### src/logic/sar_seq_defs.svh
// Register offsets, field positions, reset values and timing figures
// for the converter sequencer. Included by the clock divider and sequencer files.
`ifndef SAR_SEQ_DEFS_SVH
`define SAR_SEQ_DEFS_SVH

`define ADDR_VREF 8'hea
`define ADDR_AIN 8'heb
`define ADDR_RES_MODE 8'hec
`define ADDR_TSAMP 8'hee
`define ADDR_CAP_LO 8'hef
`define ADDR_LEN 8'hf1
`define ADDR_CHAN 8'hf2
`define ADDR_FREEZE 8'hf3
`define ADDR_CLK_DIV 8'hf4
`define ADDR_VALID 8'hf6
`define ADDR_DAT_LO 8'hf7
`define ADDR_DAT_HI 8'hf8
`define ADDR_SCALE 8'hfa
`define ADDR_POWER 8'hfc

`define BIT_DIFF 6
`define BIT_CHAN_EN 2
`define BIT_CORE_WR_DIS 3
`define BIT_POWER_DOWN 5

`define RST_RES 2'h3
`define RST_CLK_DIV 3'h3
`define RST_POWER_DOWN 1'b1

`define SETTLE_STEP 6'h03
`define SETTLE_BASE 6'h03

`endif

### src/logic/sar_seq_pkg.sv
// Types shared by the converter sequencer files.
package sar_seq_pkg;
	typedef enum logic [1:0] {ST_IDLE, ST_SET, ST_CAPTURE} seq_state_t;
endpackage

### src/logic/conv_clk_div.sv
// Converter clock divider: divides clk_in by div+1.
// Assumes clk_in is the 24 MHz reference; held low while powered down.
`timescale 1ns/100ps
`include "sar_seq_defs.svh"
module conv_clk_div (
	input wire logic clk_in, // Reference clock
	input wire logic reset_n_in, // Synchronous reset, active low
	input wire logic power_down_in, // Stops the divider
	input wire logic [2:0] div_in, // Divide factor minus one
	output logic conv_clk_out // Converter clock
);
	logic [2:0] cnt_ff;
	logic [2:0] div_ff;
	logic [2:0] half;
	logic wrap;

	// Divide factor is taken only at wrap so a period is never torn
	assign wrap = (cnt_ff == div_ff);
	assign half = 3'((4'(div_ff) + 4'h1) >> 1);

	always_ff @(posedge clk_in)
	begin
		if (!reset_n_in || power_down_in)
		begin
			cnt_ff <= 3'h0;
			div_ff <= `RST_CLK_DIV;
			conv_clk_out <= 1'b0;
		end
		else
		begin
			cnt_ff <= wrap ? 3'h0 : cnt_ff + 3'h1; // RQ2
			if (wrap)
				div_ff <= div_in;
			// Divide by one cannot be made from flops; output then stays high
			conv_clk_out <= wrap ? 1'b1 : ((cnt_ff + 3'h1) < half) || (div_ff == 3'h0);
		end
	end

	chk_div_period: assert property (@(posedge clk_in) disable iff (!reset_n_in) // RQ2
		(!power_down_in && cnt_ff == 3'h0 && div_ff == 3'h5 && !$past(power_down_in))
		|-> ##5 (cnt_ff == 3'h5 || power_down_in))
		else $error("divider period wrong");
endmodule // conv_clk_div

### src/logic/result_capture.sv
// Result latch: sign-extends the converter word to 16 bits and holds
// it while frozen. Assumes converter data is valid when latch_in pulses.
`timescale 1ns/100ps
module result_capture (
	input wire logic clk_in, // Reference clock
	input wire logic reset_n_in, // Synchronous reset, active low
	input wire logic latch_in, // End of capture pulse
	input wire logic freeze_in, // Hold stored result
	input wire logic [1:0] res_in, // Resolution code
	input wire logic [13:0] data_in, // Raw converter word
	output logic [15:0] result_out // Stored result
);
	// Bits above the selected width copy its top bit
	function automatic logic [15:0] sign_ext(input logic [13:0] d, input logic [1:0] r);
		case (r)
			2'h0: sign_ext = {{8{d[7]}}, d[7:0]};
			2'h1: sign_ext = {{6{d[9]}}, d[9:0]};
			2'h2: sign_ext = {{4{d[11]}}, d[11:0]};
			default: sign_ext = {{2{d[13]}}, d[13:0]};
		endcase
	endfunction

	always_ff @(posedge clk_in)
	begin
		if (!reset_n_in)
			result_out <= 16'h0000;
		else if (latch_in && !freeze_in) // RQ16
			result_out <= sign_ext(data_in, res_in); // RQ10
	end

	chk_freeze_hold: assert property (@(posedge clk_in) disable iff (!reset_n_in) // RQ16
		$past(freeze_in) && $past(reset_n_in) |-> $stable(result_out))
		else $error("result changed while frozen");
	chk_sign_ext8: assert property (@(posedge clk_in) disable iff (!reset_n_in) // RQ10
		(latch_in && !freeze_in && res_in == 2'h0)
		|=> result_out[15:8] == {8{result_out[7]}})
		else $error("8-bit result not sign extended");
endmodule // result_capture

### src/logic/sar_adc_auto_sequencer.sv
// Automatic-mode sequencer for the successive-approximation converter:
// register file, Set/Capture state machine, converter control outputs.
// Assumes clk_in is the reference the state lengths count in, and that
// software programs the max state index and differential mode itself.
//
// How it works
// RQ1 - Converter stays powered down until bit cleared
// RQ2 - Converter clock is reference divided by div+1
// RQ3 - Software sets max state index to two
// RQ4 - Sequencer runs only while channel enabled
// RQ5 - Set lasts set-length reference cycles
// RQ6 - Set drives converter controls from settings
// RQ7 - Software selects differential mode
// RQ8 - Two-bit input scale forwarded during Set
// RQ9 - Two-bit resolution selects 8/10/12/14 bits
// RQ10 - Result is 16 bits, sign extended
// RQ11 - Sampling-time field sets settling cycles
// RQ12 - Run pulse at start of each Capture
// RQ13 - Capture lasts ten-bit length reference cycles
// RQ14 - Capture end latches result, pulses valid
// RQ15 - Result read as high and low byte
// RQ16 - Result held while freeze bit set
// RQ17 - Sample period is Set plus Capture
// RQ18 - Settling cycles are three per step plus three
// RQ19 - Resolution code decodes, resets to 14 bits
// RQ20 - Input selects route pins, sensor, ground, none
// RQ21 - Capture returns straight to Set while enabled
// RQ22 - Disable returns idle with no run or update
//
// The placing of the registers and the address-and-strobe port were left to the implementer.
`timescale 1ns/100ps
`include "sar_seq_defs.svh"
module sar_adc_auto_sequencer (
	input wire logic clk_in, // Reference clock
	input wire logic reset_n_in, // Synchronous reset, active low
	input wire logic [7:0] reg_addr_in, // Register address
	input wire logic [7:0] reg_wdata_in, // Register write data
	input wire logic reg_wr_in, // Write strobe
	input wire logic reg_rd_in, // Read strobe
	output logic [7:0] reg_rdata_out, // Read data, cycle after strobe
	input wire logic [13:0] conv_data_in, // Raw converter word
	output logic converter_power_down_out, // Converter power down
	output logic conv_clk_out, // Converter clock
	output logic conv_run_out, // Start one conversion
	output logic conv_en_diff_out, // Differential mode
	output logic [3:0] conv_ain_p_out, // Positive input select
	output logic [3:0] conv_ain_n_out, // Negative input select
	output logic [1:0] conv_vref_out, // Reference select
	output logic [1:0] input_scale_select_out, // Input scaling
	output logic [1:0] conv_res_out, // Resolution code
	output logic [3:0] conv_tsamp_out, // Sampling-time code
	output logic [5:0] settle_cycles_out, // Settling converter clocks
	output logic result_valid_flag_out // Result valid pulse
);
	logic [1:0] vref_ff;
	logic [7:0] ain_ff;
	logic [1:0] res_ff;
	logic diff_ff;
	logic [3:0] tsamp_ff;
	logic [7:0] cap_lo_ff;
	logic [7:0] len_ff;
	logic [7:0] chan_ff;
	logic freeze_ff;
	logic [2:0] clk_div_ff;
	logic [1:0] scale_ff;
	logic power_down_ff;
	logic [7:0] rdata_ff;
	logic result_valid_flag_ff;
	logic run_ff;
	logic [9:0] seg_cnt_ff;
	sar_seq_pkg::seq_state_t state_ff;
	sar_seq_pkg::seq_state_t nxt_state;
	logic [15:0] result;
	logic [9:0] set_last;
	logic [9:0] cap_last;
	logic [9:0] capture_state_length;
	logic chan_en;
	logic seg_done;
	logic capture_end;
	logic [7:0] rd_mux;

	// Last count index of a state of the given length; zero is taken as one
	function automatic logic [9:0] last_index(input logic [9:0] len);
		last_index = (len == 10'h000) ? 10'h000 : len - 10'h001;
	endfunction

	// Settling converter clocks for a sampling-time code
	function automatic logic [5:0] settle_of(input logic [3:0] code);
		settle_of = 6'(code) * `SETTLE_STEP + `SETTLE_BASE;
	endfunction

	function automatic logic wr_hit(input logic [7:0] a);
		wr_hit = reg_wr_in && (reg_addr_in == a);
	endfunction

	assign capture_state_length = {len_ff[7:6], cap_lo_ff}; // RQ13
	assign set_last = last_index({6'h00, len_ff[3:0]}); // RQ5
	assign cap_last = last_index(capture_state_length); // RQ13
	assign chan_en = chan_ff[`BIT_CHAN_EN] && !power_down_ff; // RQ1 RQ4
	assign seg_done = (state_ff == sar_seq_pkg::ST_SET) ? (seg_cnt_ff == set_last)
		: (seg_cnt_ff == cap_last);
	assign capture_end = (state_ff == sar_seq_pkg::ST_CAPTURE) && seg_done && chan_en; // RQ14

	// Register write side
	always_ff @(posedge clk_in)
	begin
		if (!reset_n_in)
		begin
			vref_ff <= 2'h0;
			ain_ff <= 8'h00;
			res_ff <= `RST_RES; // RQ19
			diff_ff <= 1'b0;
			tsamp_ff <= 4'h0;
			cap_lo_ff <= 8'h00;
			len_ff <= 8'h00;
			chan_ff <= 8'h00;
			freeze_ff <= 1'b0;
			clk_div_ff <= `RST_CLK_DIV;
			scale_ff <= 2'h0;
			power_down_ff <= `RST_POWER_DOWN; // RQ1
		end
		else
		begin
			if (wr_hit(`ADDR_VREF))
				vref_ff <= reg_wdata_in[1:0];
			if (wr_hit(`ADDR_AIN))
				ain_ff <= reg_wdata_in; // RQ20
			if (wr_hit(`ADDR_RES_MODE))
			begin
				res_ff <= reg_wdata_in[1:0]; // RQ9
				diff_ff <= reg_wdata_in[`BIT_DIFF];
			end
			if (wr_hit(`ADDR_TSAMP))
				tsamp_ff <= reg_wdata_in[3:0];
			if (wr_hit(`ADDR_CAP_LO))
				cap_lo_ff <= reg_wdata_in;
			if (wr_hit(`ADDR_LEN))
				len_ff <= reg_wdata_in;
			if (wr_hit(`ADDR_CHAN))
				chan_ff <= reg_wdata_in & 8'h3c;
			if (wr_hit(`ADDR_FREEZE))
				freeze_ff <= reg_wdata_in[0];
			if (wr_hit(`ADDR_CLK_DIV))
				clk_div_ff <= reg_wdata_in[2:0];
			if (wr_hit(`ADDR_SCALE))
				scale_ff <= reg_wdata_in[7:6]; // RQ8
			if (wr_hit(`ADDR_POWER))
				power_down_ff <= reg_wdata_in[`BIT_POWER_DOWN]; // RQ1
		end
	end

	// Read side; unmapped addresses read zero
	always_comb
	begin
		case (reg_addr_in)
			`ADDR_VREF: rd_mux = {6'h00, vref_ff};
			`ADDR_AIN: rd_mux = ain_ff;
			`ADDR_RES_MODE: rd_mux = {1'b0, diff_ff, 4'h0, res_ff};
			`ADDR_TSAMP: rd_mux = {4'h0, tsamp_ff};
			`ADDR_CAP_LO: rd_mux = cap_lo_ff;
			`ADDR_LEN: rd_mux = len_ff;
			`ADDR_CHAN: rd_mux = chan_ff;
			`ADDR_FREEZE: rd_mux = {7'h00, freeze_ff};
			`ADDR_CLK_DIV: rd_mux = {5'h00, clk_div_ff};
			`ADDR_VALID: rd_mux = {7'h00, result_valid_flag_ff};
			`ADDR_DAT_LO: rd_mux = result[7:0]; // RQ15
			`ADDR_DAT_HI: rd_mux = result[15:8]; // RQ15
			`ADDR_SCALE: rd_mux = {scale_ff, 6'h00};
			`ADDR_POWER: rd_mux = {2'h0, power_down_ff, 5'h00};
			default: rd_mux = 8'h00;
		endcase
	end

	always_ff @(posedge clk_in)
	begin
		if (!reset_n_in)
			rdata_ff <= 8'h00;
		else
			rdata_ff <= reg_rd_in ? rd_mux : 8'h00;
	end

	// Sequencer: Set and Capture alternate back to back, so one sample
	// takes set length plus capture length reference cycles.
	always_comb
	begin
		nxt_state = state_ff;
		case (state_ff)
			sar_seq_pkg::ST_IDLE:
				if (chan_en)
					nxt_state = sar_seq_pkg::ST_SET; // RQ4
			sar_seq_pkg::ST_SET:
				if (!chan_en)
					nxt_state = sar_seq_pkg::ST_IDLE; // RQ22
				else if (seg_done)
					nxt_state = sar_seq_pkg::ST_CAPTURE; // RQ5
			sar_seq_pkg::ST_CAPTURE:
				if (!chan_en)
					nxt_state = sar_seq_pkg::ST_IDLE; // RQ22
				else if (seg_done)
					nxt_state = sar_seq_pkg::ST_SET; // RQ17 RQ21
			default:
				nxt_state = sar_seq_pkg::ST_IDLE;
		endcase
	end

	always_ff @(posedge clk_in)
	begin
		if (!reset_n_in)
		begin
			state_ff <= sar_seq_pkg::ST_IDLE;
			seg_cnt_ff <= 10'h000;
			run_ff <= 1'b0;
			result_valid_flag_ff <= 1'b0;
		end
		else
		begin
			state_ff <= nxt_state;
			seg_cnt_ff <= (nxt_state != state_ff) ? 10'h000 : seg_cnt_ff + 10'h001;
			run_ff <= (nxt_state == sar_seq_pkg::ST_CAPTURE)
				&& (state_ff != sar_seq_pkg::ST_CAPTURE); // RQ12
			result_valid_flag_ff <= capture_end; // RQ14
		end
	end

	// Controls are applied during Set so a change mid-capture cannot
	// disturb the conversion already running.
	always_ff @(posedge clk_in)
	begin
		if (!reset_n_in)
		begin
			conv_en_diff_out <= 1'b0;
			conv_ain_p_out <= 4'h0;
			conv_ain_n_out <= 4'h0;
			conv_vref_out <= 2'h0;
			input_scale_select_out <= 2'h0;
			conv_res_out <= `RST_RES;
			conv_tsamp_out <= 4'h0;
			settle_cycles_out <= `SETTLE_BASE;
		end
		else if (state_ff == sar_seq_pkg::ST_SET)
		begin
			conv_en_diff_out <= diff_ff; // RQ6 RQ7
			conv_ain_p_out <= ain_ff[7:4]; // RQ20
			conv_ain_n_out <= ain_ff[3:0]; // RQ20
			conv_vref_out <= vref_ff; // RQ6
			input_scale_select_out <= scale_ff; // RQ8
			conv_res_out <= res_ff; // RQ9
			conv_tsamp_out <= tsamp_ff; // RQ11
			settle_cycles_out <= settle_of(tsamp_ff); // RQ18
		end
	end

	conv_clk_div u_clk_div (
		.clk_in(clk_in),
		.reset_n_in(reset_n_in),
		.power_down_in(power_down_ff),
		.div_in(clk_div_ff),
		.conv_clk_out(conv_clk_out)
	);

	// Result uses the resolution applied for this conversion
	result_capture u_result (
		.clk_in(clk_in),
		.reset_n_in(reset_n_in),
		.latch_in(capture_end),
		.freeze_in(freeze_ff),
		.res_in(conv_res_out),
		.data_in(conv_data_in),
		.result_out(result)
	);

	assign reg_rdata_out = rdata_ff;
	assign converter_power_down_out = power_down_ff;
	assign conv_run_out = run_ff;
	assign result_valid_flag_out = result_valid_flag_ff;

	// Checking helpers: cycles spent in the current state
	logic [10:0] span_ff;
	always_ff @(posedge clk_in)
	begin
		if (!reset_n_in || nxt_state != state_ff)
			span_ff <= 11'h000;
		else
			span_ff <= span_ff + 11'h001;
	end

	chk_pd_idle: assert property (@(posedge clk_in) disable iff (!reset_n_in) // RQ1
		power_down_ff |=> state_ff == sar_seq_pkg::ST_IDLE)
		else $error("sequencer ran while powered down");
	chk_run_start: assert property (@(posedge clk_in) disable iff (!reset_n_in) // RQ12
		run_ff |-> state_ff == sar_seq_pkg::ST_CAPTURE
			&& $past(state_ff) == sar_seq_pkg::ST_SET)
		else $error("run pulse not at capture start");
	chk_set_length: assert property (@(posedge clk_in) disable iff (!reset_n_in) // RQ5
		(state_ff == sar_seq_pkg::ST_SET && nxt_state == sar_seq_pkg::ST_CAPTURE)
		|-> span_ff == 11'(set_last))
		else $error("set state length wrong");
	chk_cap_length: assert property (@(posedge clk_in) disable iff (!reset_n_in) // RQ13
		(state_ff == sar_seq_pkg::ST_CAPTURE && nxt_state == sar_seq_pkg::ST_SET)
		|-> span_ff == 11'(cap_last))
		else $error("capture state length wrong");
	chk_valid_pulse: assert property (@(posedge clk_in) disable iff (!reset_n_in) // RQ14
		result_valid_flag_ff |-> $past(state_ff) == sar_seq_pkg::ST_CAPTURE
			##1 !result_valid_flag_ff)
		else $error("valid flag not a single pulse");
	chk_idle_quiet: assert property (@(posedge clk_in) disable iff (!reset_n_in) // RQ22
		(state_ff == sar_seq_pkg::ST_IDLE && $past(state_ff) == sar_seq_pkg::ST_IDLE)
		|-> !run_ff && !result_valid_flag_ff)
		else $error("activity while idle");
	chk_set_drive: assert property (@(posedge clk_in) disable iff (!reset_n_in) // RQ6
		state_ff == sar_seq_pkg::ST_SET |=> conv_res_out == $past(res_ff)
			&& conv_ain_p_out == $past(ain_ff[7:4]))
		else $error("controls not applied during set");
	chk_restart_set: assert property (@(posedge clk_in) disable iff (!reset_n_in) // RQ21
		capture_end |=> state_ff == sar_seq_pkg::ST_SET)
		else $error("no return to set after capture");

	// Bus side: read data stands for one cycle only, so a stale byte is never taken twice
	chk_rdata_stands: assert property (@(posedge clk_in) disable iff (!reset_n_in) // RQ15
		!$past(reg_rd_in) |-> reg_rdata_out == 8'h00)
		else $error("read data outside its cycle");
	chk_result_hi: assert property (@(posedge clk_in) disable iff (!reset_n_in) // RQ15
		$past(reset_n_in) && $past(reg_rd_in) && $past(reg_addr_in) == `ADDR_DAT_HI
		|-> reg_rdata_out == $past(result[15:8]))
		else $error("result high byte read wrong");
	chk_run_single: assert property (@(posedge clk_in) disable iff (!reset_n_in) // RQ12
		run_ff |=> !run_ff)
		else $error("run pulse longer than one cycle");
	chk_disable_idle: assert property (@(posedge clk_in) disable iff (!reset_n_in) // RQ4
		!chan_en |=> state_ff == sar_seq_pkg::ST_IDLE)
		else $error("sequencer ran while disabled");

	// Controls stand between Set states so a capture sees one setting throughout
	chk_ctrl_hold: assert property (@(posedge clk_in) disable iff (!reset_n_in) // RQ6
		$past(reset_n_in) && $past(state_ff) != sar_seq_pkg::ST_SET
		|-> $stable(conv_res_out) && $stable(input_scale_select_out))
		else $error("controls changed outside set");
	// Codes run from zero to fifteen, so the count stays within three to forty-eight
	chk_settle_range: assert property (@(posedge clk_in) disable iff (!reset_n_in) // RQ18
		settle_cycles_out >= 6'h03 && settle_cycles_out <= 6'h30)
		else $error("settling count out of range");
endmodule // sar_adc_auto_sequencer

### config.mk
export PLATFORM = sky130hd
export DESIGN_NAME = sar_adc_auto_sequencer
export DESIGN_NICKNAME = d
export VERILOG_FILES = /design/src/logic/sar_seq_pkg.sv /design/src/logic/conv_clk_div.sv /design/src/logic/result_capture.sv /design/src/logic/sar_adc_auto_sequencer.sv
export VERILOG_INCLUDE_DIRS = /design/src /design/src/logic
export SDC_FILE = /design/constraint.sdc
export NUM_CORES = 1
export LEC_CHECK = 0
export BUFFER_PORTS_ARGS = -buffer_cell sky130_fd_sc_hd__buf_4
export CORE_UTILIZATION = 53
export DETAILED_ROUTE_END_ITERATION = 8
export HOLD_SLACK_MARGIN = 0.12
export PLACE_DENSITY = 0.77
export RECOVER_POWER = 25
export SYNTH_ARGS = -nofsm -noshare
export SYNTH_HDL_FRONTEND = slang
export SYNTH_SLANG_ARGS = --single-unit
### constraint.sdc
create_clock -name clk_in -period 2.82 [get_ports clk_in]
set_input_delay 0.282 -clock clk_in [delete_from_list [all_inputs] [get_ports clk_in]]
set_output_delay 0.282 -clock clk_in [all_outputs]
set_load 0.01 [all_outputs]
==> flow_summary_export.csv, run 1 <==
group,metric,value,unit
outcome,status,"complete, no violations",
synth,synth_flop_cell,"dfxtp_1",
floorplanning,die_x,106,um
pwr,irDropWorstVdd,0.243,mV
floorplanning,die-area,11200,um^2
critical_path,critical_path.cell_chain,"inv_4 -> ha_4 -> or3b_4 -> xnor2_2 -> or2_2 -> a221o_1 -> a211oi_2 -> and3_4 -> clkbuf_16 -> mux2i_1",
clock_network,cts_tree,"built",
timing,finalHoldViolCount,0,
drt,detail_route.wl_per_cell,18.3,um
critical_path,crit_slowest_cell,"or3b_4",
timing,worst_pin_slew,1.35,ns
drt,routed_wl,16500,um
clock_network,cts.sinks,112,
run,drv_cap,0,
synth,synth_area_leader_cell,"dfxtp_1",
timing,clock_skew,0.0214,ns
final_layout,drive_gt1_share,14.5,%
timing,period_share,96.8,%
timing,min_period,2.73,ns
critical_path,arrival,3.03,ns
clock_network,root_buffer,"clkbuf_8",
placement,dpl-instance-area,6450,um^2
drt,drtPass1Iterations,6,
pwr,combPwrFrac,7.2,%
synth,synth_seq_cells,112,
timing,fmax,366,MHz
global_routing,grt-ovfl-total,0,
final_layout,layout.nets,808,
final_layout,fin_area,6630,um^2
clock_network,hold_buffers,0,
synth,ys_seq_area_share,39.2,%
synth,yosysTopAreaCellShare,39.2,%
pwr,p_switching,0.000707,W
timing,setup_viol,0,
placement,port-buffer-count,70,
floorplanning,boundaryPins,71,
clock_network,clk_latency,0.38,ns
pwr,swShare,26.1,%
clock_network,path_clk_slew,0.12,ns
synth,synth_edf_count,0,
worst_hold_path,hold_class,"input pin to flop",
critical_path,crit_type,"flop to flop",
global_routing,grtUsageTotal,29.9,%
critical_path,critPathTopFamily,"simple AND/OR/NAND/NOR gates",
synth,syn_area_per_cell,8.30,um^2
floorplanning,fp.coreArea,10400,um^2
synth,synthDistinctLibCells,64,
drt,postRouteAntennaNets,0,
pwr,power_density,409,nW/um^2
floorplanning,start_util,55.0,%
synth,syn_inst,690,
synth,yosysWarnings,0,
pwr,leakagePower,2.44,nW
timing,worst_hold_slack,0.172,ns
critical_path,end_kind,"flop",
critical_path,slowest_delay,0.41,ns
synth,synth_area,5720,um^2
synth,ys_top_cells_by_area,"dfxtp_1 39%, nand2_1 9.2%, a21boi_0 6.6%, nand3_1 5.5%, mux2i_1 3.7%",
critical_path,cp_max_fo,7,
timing,rsz0062_at_grt,"yes",
pwr,p_seq_share,58.8,%
pwr,pwr-share-clk,34.0,%
global_routing,grt_pass1_vias,5069,
pwr,finalPower,0.00271,W
drt,vias_per_cell,6.04,
clock_network,clock_path_buffers,2,
timing,slew_headroom,9.79,%
synth,synth_common_cells,"140 x nand2_1, 112 x dfxtp_1, 63 x nand3_1",
clock_network,htree_levels,3,
clock_network,cts-buffers-inserted,9,
global_routing,grt_first_pass_wirelength,26300,um
drt,route.detailed.drc,0,
floorplanning,std_cell_rows,37,
critical_path,reg2reg_slack,0.09,ns
synth,async_reset_ff_share,0,%
timing,drv_slew,0,
critical_path,start_kind,"flop",
critical_path,required,3.12,ns
global_routing,grt_max_degree,84,
synth,synth.net_count,739,
synth,synth_most_common_cell,"nand2_1",
placement,hpwlAfterDp,11900,um
drt,drt_iter0_markers,513,
critical_path,path_buf_inv,2,
floorplanning,die_h,106,um
pwr,internal_power,0.00200,W
final_layout,antennaDiodeCount,0,
placement,globalplace.congestion,0.923,
global_routing,antenna_found_initial,0,
final_layout,area_growth,15.9,%
drt,vias,5432,
worst paths after layout:
path | endpoint | from | cells after the start
worst max-delay path | u_result.result_out[3] | cap_lo_ff[0] | 10
worst max register to register | u_result.result_out[3] | cap_lo_ff[0] | 10
worst min register to register | u_result.result_out[0] | u_result.result_out[0] | 2
worst min-delay path | u_result.result_out[0] | conv_data_in[0] | 3
power groups by stage:
stage	clock network (W)	logic, W	registers, W
4_1_cts	0.000936	0.000189	0.00159
5_1_grt	0.00100	0.000209	0.00160
2_1_floorplan	0	0.000112	0.00163
6_report	0.000923	0.000194	0.00159
3_3_place_gp	0	0.000180	0.00163
3_5_place_dp	0	0.000185	0.00163
cell families after synthesis:
logic type / after synthesis / synth area share, %
flops: 112 / 39.2
buf+inv: 65 / 4.87
fa+ha+maj: 15 / 3.28
simple gates: 294 / 24.3
xor+xnor: 24 / 3.67
compound gates: 158 / 20.9
mux: 22 / 3.87
timing repair:
item / CTS / global route
setup buffers: 0 / 3
pin swaps: 2 / 9
endpoints found under the setup margin: 15 / 27
cloned: 1 / 1
gates resized for setup: 1 / 18
flip-flops by register name (all words and copies together), names as in the netlist, 4 cells and up:
signal               count
conv_tsamp_out           4
reg_rdata_out            8
u_result.result_out     14
len_ff                   8
seg_cnt_ff              10
chan_ff                  4
cap_lo_ff                8
ain_ff                   8
conv_ain_p_out           4
settle_cycles_out        6
tsamp_ff                 4
conv_ain_n_out           4
stage by stage:
stage | setup WS [ns] | util (%) | setup TNS [ns] | instances
4_1_cts | 0.00232 | 63.9 | 0 | 896
5_1_grt | -0.00133 | 63.7 | -0.00133 | 900
2_1_floorplan | 0.00150 | - | 0 | 690
6_report | 0.0890 | 63.7 | 0 | 900
3_5_place_dp | -0.0115 | 62.0 | -0.0126 | 879
3_3_place_gp | 0.0605 | 62.0 | 0 | 879
final cells by class:
cell class,instances,area [um^2]
Fill cell,940,3780
Clock buffer,10,128
Clock inverter,6,51.3
Multi-Input combinational cell,514,3290
Sequential cell,112,2250
Timing Repair Buffer,102,669
Inverter,20,77.6
Tap cell,136,170
tightest hold or removal path, cell delays in order:
cell and delay [ns]:
buf_4 0.10, nand2_1 0.05, mux2i_1 0.06
routing by layer:
layer / part of all wire (%) / vias to the layer above / wire [um] / global-route usage, %
met5: 0 / - / 0 / 0
met4: 2.9 / 0 / 477 / 11.7
met3: 7.5 / 37 / 1240 / 4.29
met2: 46 / 218 / 7610 / 48.3
met1: 43 / 2571 / 7140 / 40.4
li1: - / 2606 / - / -
cells in the final DEF, fill, tap and decap left out, types with 3 or more instances in the layout:
master / synthesis / routed
a22oi_1: 5 / 5
nor3_1: 17 / 17
nand2b_1: 8 / 8
xor2_1: 12 / 12
o21ai_1: 4 / 4
or4_4: 2 / 3
a222oi_1: 8 / 8
clkbuf_1: 34 / 34
o211a_1: 3 / 3
and3_1: 6 / 5
clkbuf_8: 0 / 9
a221oi_1: 5 / 5
nor4_1: 6 / 4
ha_1: 15 / 14
nor2_1: 15 / 15
nand3_1: 63 / 63
a21boi_0: 50 / 49
nand4_1: 8 / 8
o211ai_1: 6 / 6
buf_4: 1 / 66
a31oi_1: 15 / 15
a21oi_1: 10 / 10
dfxtp_1: 112 / 109
nand2_1: 140 / 140
or3_1: 7 / 6
xnor2_1: 12 / 11
mux2i_1: 21 / 21
o21ai_0: 15 / 15
a21boi_1: 7 / 8
nor2b_1: 9 / 8
a211oi_1: 6 / 6
and2_1: 3 / 3
inv_1: 20 / 18
No activity file was read; power rests on OpenSTA's default activity.
==> inputs of run 2 (changes only) <==
CORE_ASPECT_RATIO = 1.4   (was default)
==> run 2 against run 1 <==
  * Via count increased by 2.7%
  * Critical endpoint is now seg_cnt_ff[0]
  * Non-clock buffer count decreased by 2
  * Critical path type unchanged
  * First-iteration DRC count decreased by 12%
  * Critical path depth decreased by 2
  * The flow now finishes with violations (capacitance limit, slew limit, setup timing)
  * Fmax decreased by 3.3%
  * Utilization increased by 1.2 points
  * Count of clock-buffer cells in the layout increased by 1
==> flow_summary_export.csv, run 2 (synthesis results as in run 1) <==
group,metric,value,unit
final_layout,top_regs,"u_result.result_out: 14 flops, seg_cnt_ff: 10 flops",
critical_path,cp_max_fo,7,
critical_path,cp.depth,8,
timing,period_share,100,%
clock_network,root_buffer,"clkbuf_16",
drt,route.top_layer_used,"met4",
drt,detail_route.wl_per_cell,18.1,um
critical_path,arrival,3.07,ns
floorplanning,fp.coreArea,10500,um^2
global_routing,grtUsageTotal,28.3,%
critical_path,critical_path.cell_chain,"or4_4 -> o21ai_0 -> nand2_1 -> a221o_1 -> a211oi_2 -> buf_4 -> a211oi_1 -> o311a_1",
worst_hold_path,whs_path_depth,3,
final_layout,area_growth,18.6,%
placement,post-place-ws,-0.0356,ns
final_layout,antennaDiodeCount,0,
floorplanning,die-area,11200,um^2
run,drv_cap,1,
placement,hpwlAfterDp,11500,um
clock_network,cts.sinks,112,
critical_path,r2r_cells,8,
timing,rsz0062_at_grt,"yes",
outcome,status,"complete, but fails checks",
critical_path,path_buf_inv,1,
drt,route.detailed.drc,0,
global_routing,grt_max_degree,88,
floorplanning,die_x,89.8,um
critical_path,crit_slowest_cell,"or4_4",
timing,worst_pin_slew,2.25,ns
pwr,power_density,442,nW/um^2
timing,fmax,354,MHz
clock_network,htree_levels,3,
floorplanning,start_util,54.7,%
critical_path,end_kind,"flop",
drt,wl_met3,986,um
drt,wl_met2,7970,um
clock_network,cts-buffers-inserted,9,
timing,fin_ws,-0.00313,ns
critical_path,start_kind,"flop",
global_routing,grt_pass1_vias,5182,
clock_network,cts_tree,"built",
drt,drt_iter0_markers,453,
clock_network,path_clk_slew,0.07,ns
pwr,leakagePower,2.49,nW
timing,min_period,2.82,ns
drt,vias_per_cell,6.21,
placement,port-buffer-count,70,
final_layout,largest_reg_flops,14,
clock_network,clk_latency,0.36,ns
critical_path,slowest_delay,0.55,ns
critical_path,crit_type,"flop to flop",
drt,met1_length,6340,um
drt,postRouteAntennaNets,0,
critical_path,critPathTopFamily,"compound AO/OA/AOI/OAI gates",
final_layout,fin_area,6790,um^2
timing,worst_hold_slack,0.181,ns
placement,dpl-instance-area,6460,um^2
global_routing,grt_first_pass_wirelength,25400,um
final_layout,drive_gt1_share,15.2,%
floorplanning,boundaryPins,71,
final_layout,final_common_cell,"nand2_1",
pwr,irDropWorstVdd,0.310,mV
outcome,violations,"capacitance limit, slew limit, setup timing",
pwr,finalPower,0.00300,W
clock_network,clock_path_buffers,2,
global_routing,grt-ovfl-total,0,
global_routing,antenna_found_initial,0,
final_layout,layout.nets,806,
drt,drtPass1Iterations,5,
timing,slew_headroom,-50.0,%
floorplanning,die_h,125,um
final_layout,largest-register,"u_result.result_out",
clock_network,hold_buffers,0,
critical_path,required,3.07,ns
worst_hold_path,hold_class,"input pin to flop",
drt,routed_wl,16200,um
placement,globalplace.congestion,0.955,
timing,clock_skew,0.00720,ns
timing,fin_setup_tns,-0.00313,ns
timing,setup_viol,1,
timing,finalHoldViolCount,0,
final_layout,layout_common_cells,"140 x nand2_1, 110 x dfxtp_1, 63 x nand3_1, 63 x buf_4, 49 x a21boi_0",
timing,drv_slew,54,
floorplanning,std_cell_rows,44,
drt,vias,5579,
[run 2: cell type report]
cell class	count	area, um^2
Timing Repair Buffer	100	649
Clock buffer	11	243
Sequential cell	112	2240
Inverter	20	75.1
Multi-Input combinational cell	514	3370
Fill cell	923	3670
Tap cell	138	173
Clock inverter	4	30.0
[run 2: layer usage]
metal  global-route usage (%)  vias up
met2                     47.5      253
li1                         -     2596
met4                     17.9        0
met1                     33.5     2657
met3                     4.68       73
met5                        0        -
[run 2: worst min-delay path, stage by stage]
cell,delay (ns)
buf_4,0.11
nand2_1,0.05
mux2i_1,0.06
[run 2: final timing paths]
| path | endpoint | slack (ns) | startpoint |
|---|---|---|---|
| setup / recovery | seg_cnt_ff[0] | -0.003 | cap_lo_ff[2] |
| hold / removal | u_result.result_out[2] | 0.18 | conv_data_in[2] |
| setup reg to reg | seg_cnt_ff[0] | -0.003 | cap_lo_ff[2] |
| hold reg to reg | len_ff[5] | 0.45 | len_ff[5] |
[run 2: where the power goes]
part / total, W / switching [W] / internal, W
combinational: 0.000194 / 0.000113 / 0.0000805
sequential: 0.00159 / 0.00000911 / 0.00158
clock: 0.00121 / 0.000591 / 0.000623
total: 0.00300 / 0.000713 / 0.00229
[run 2: timing repair]
item / in CTS / in global routing
setup endpoints to repair: 9 / 28
pin swaps: 1 / 9
gates resized for setup: 2 / 30
cloned: 1 / 1
setup buffers: 0 / 1
[run 2: metrics by stage]
stage | utilization [%] | cells
final | 64.9 | 899
after floorplan | - | 690
after detailed placement | 61.7 | 881
after CTS | 64.6 | 897
after global placement | 61.7 | 881
after global routing | 64.9 | 899
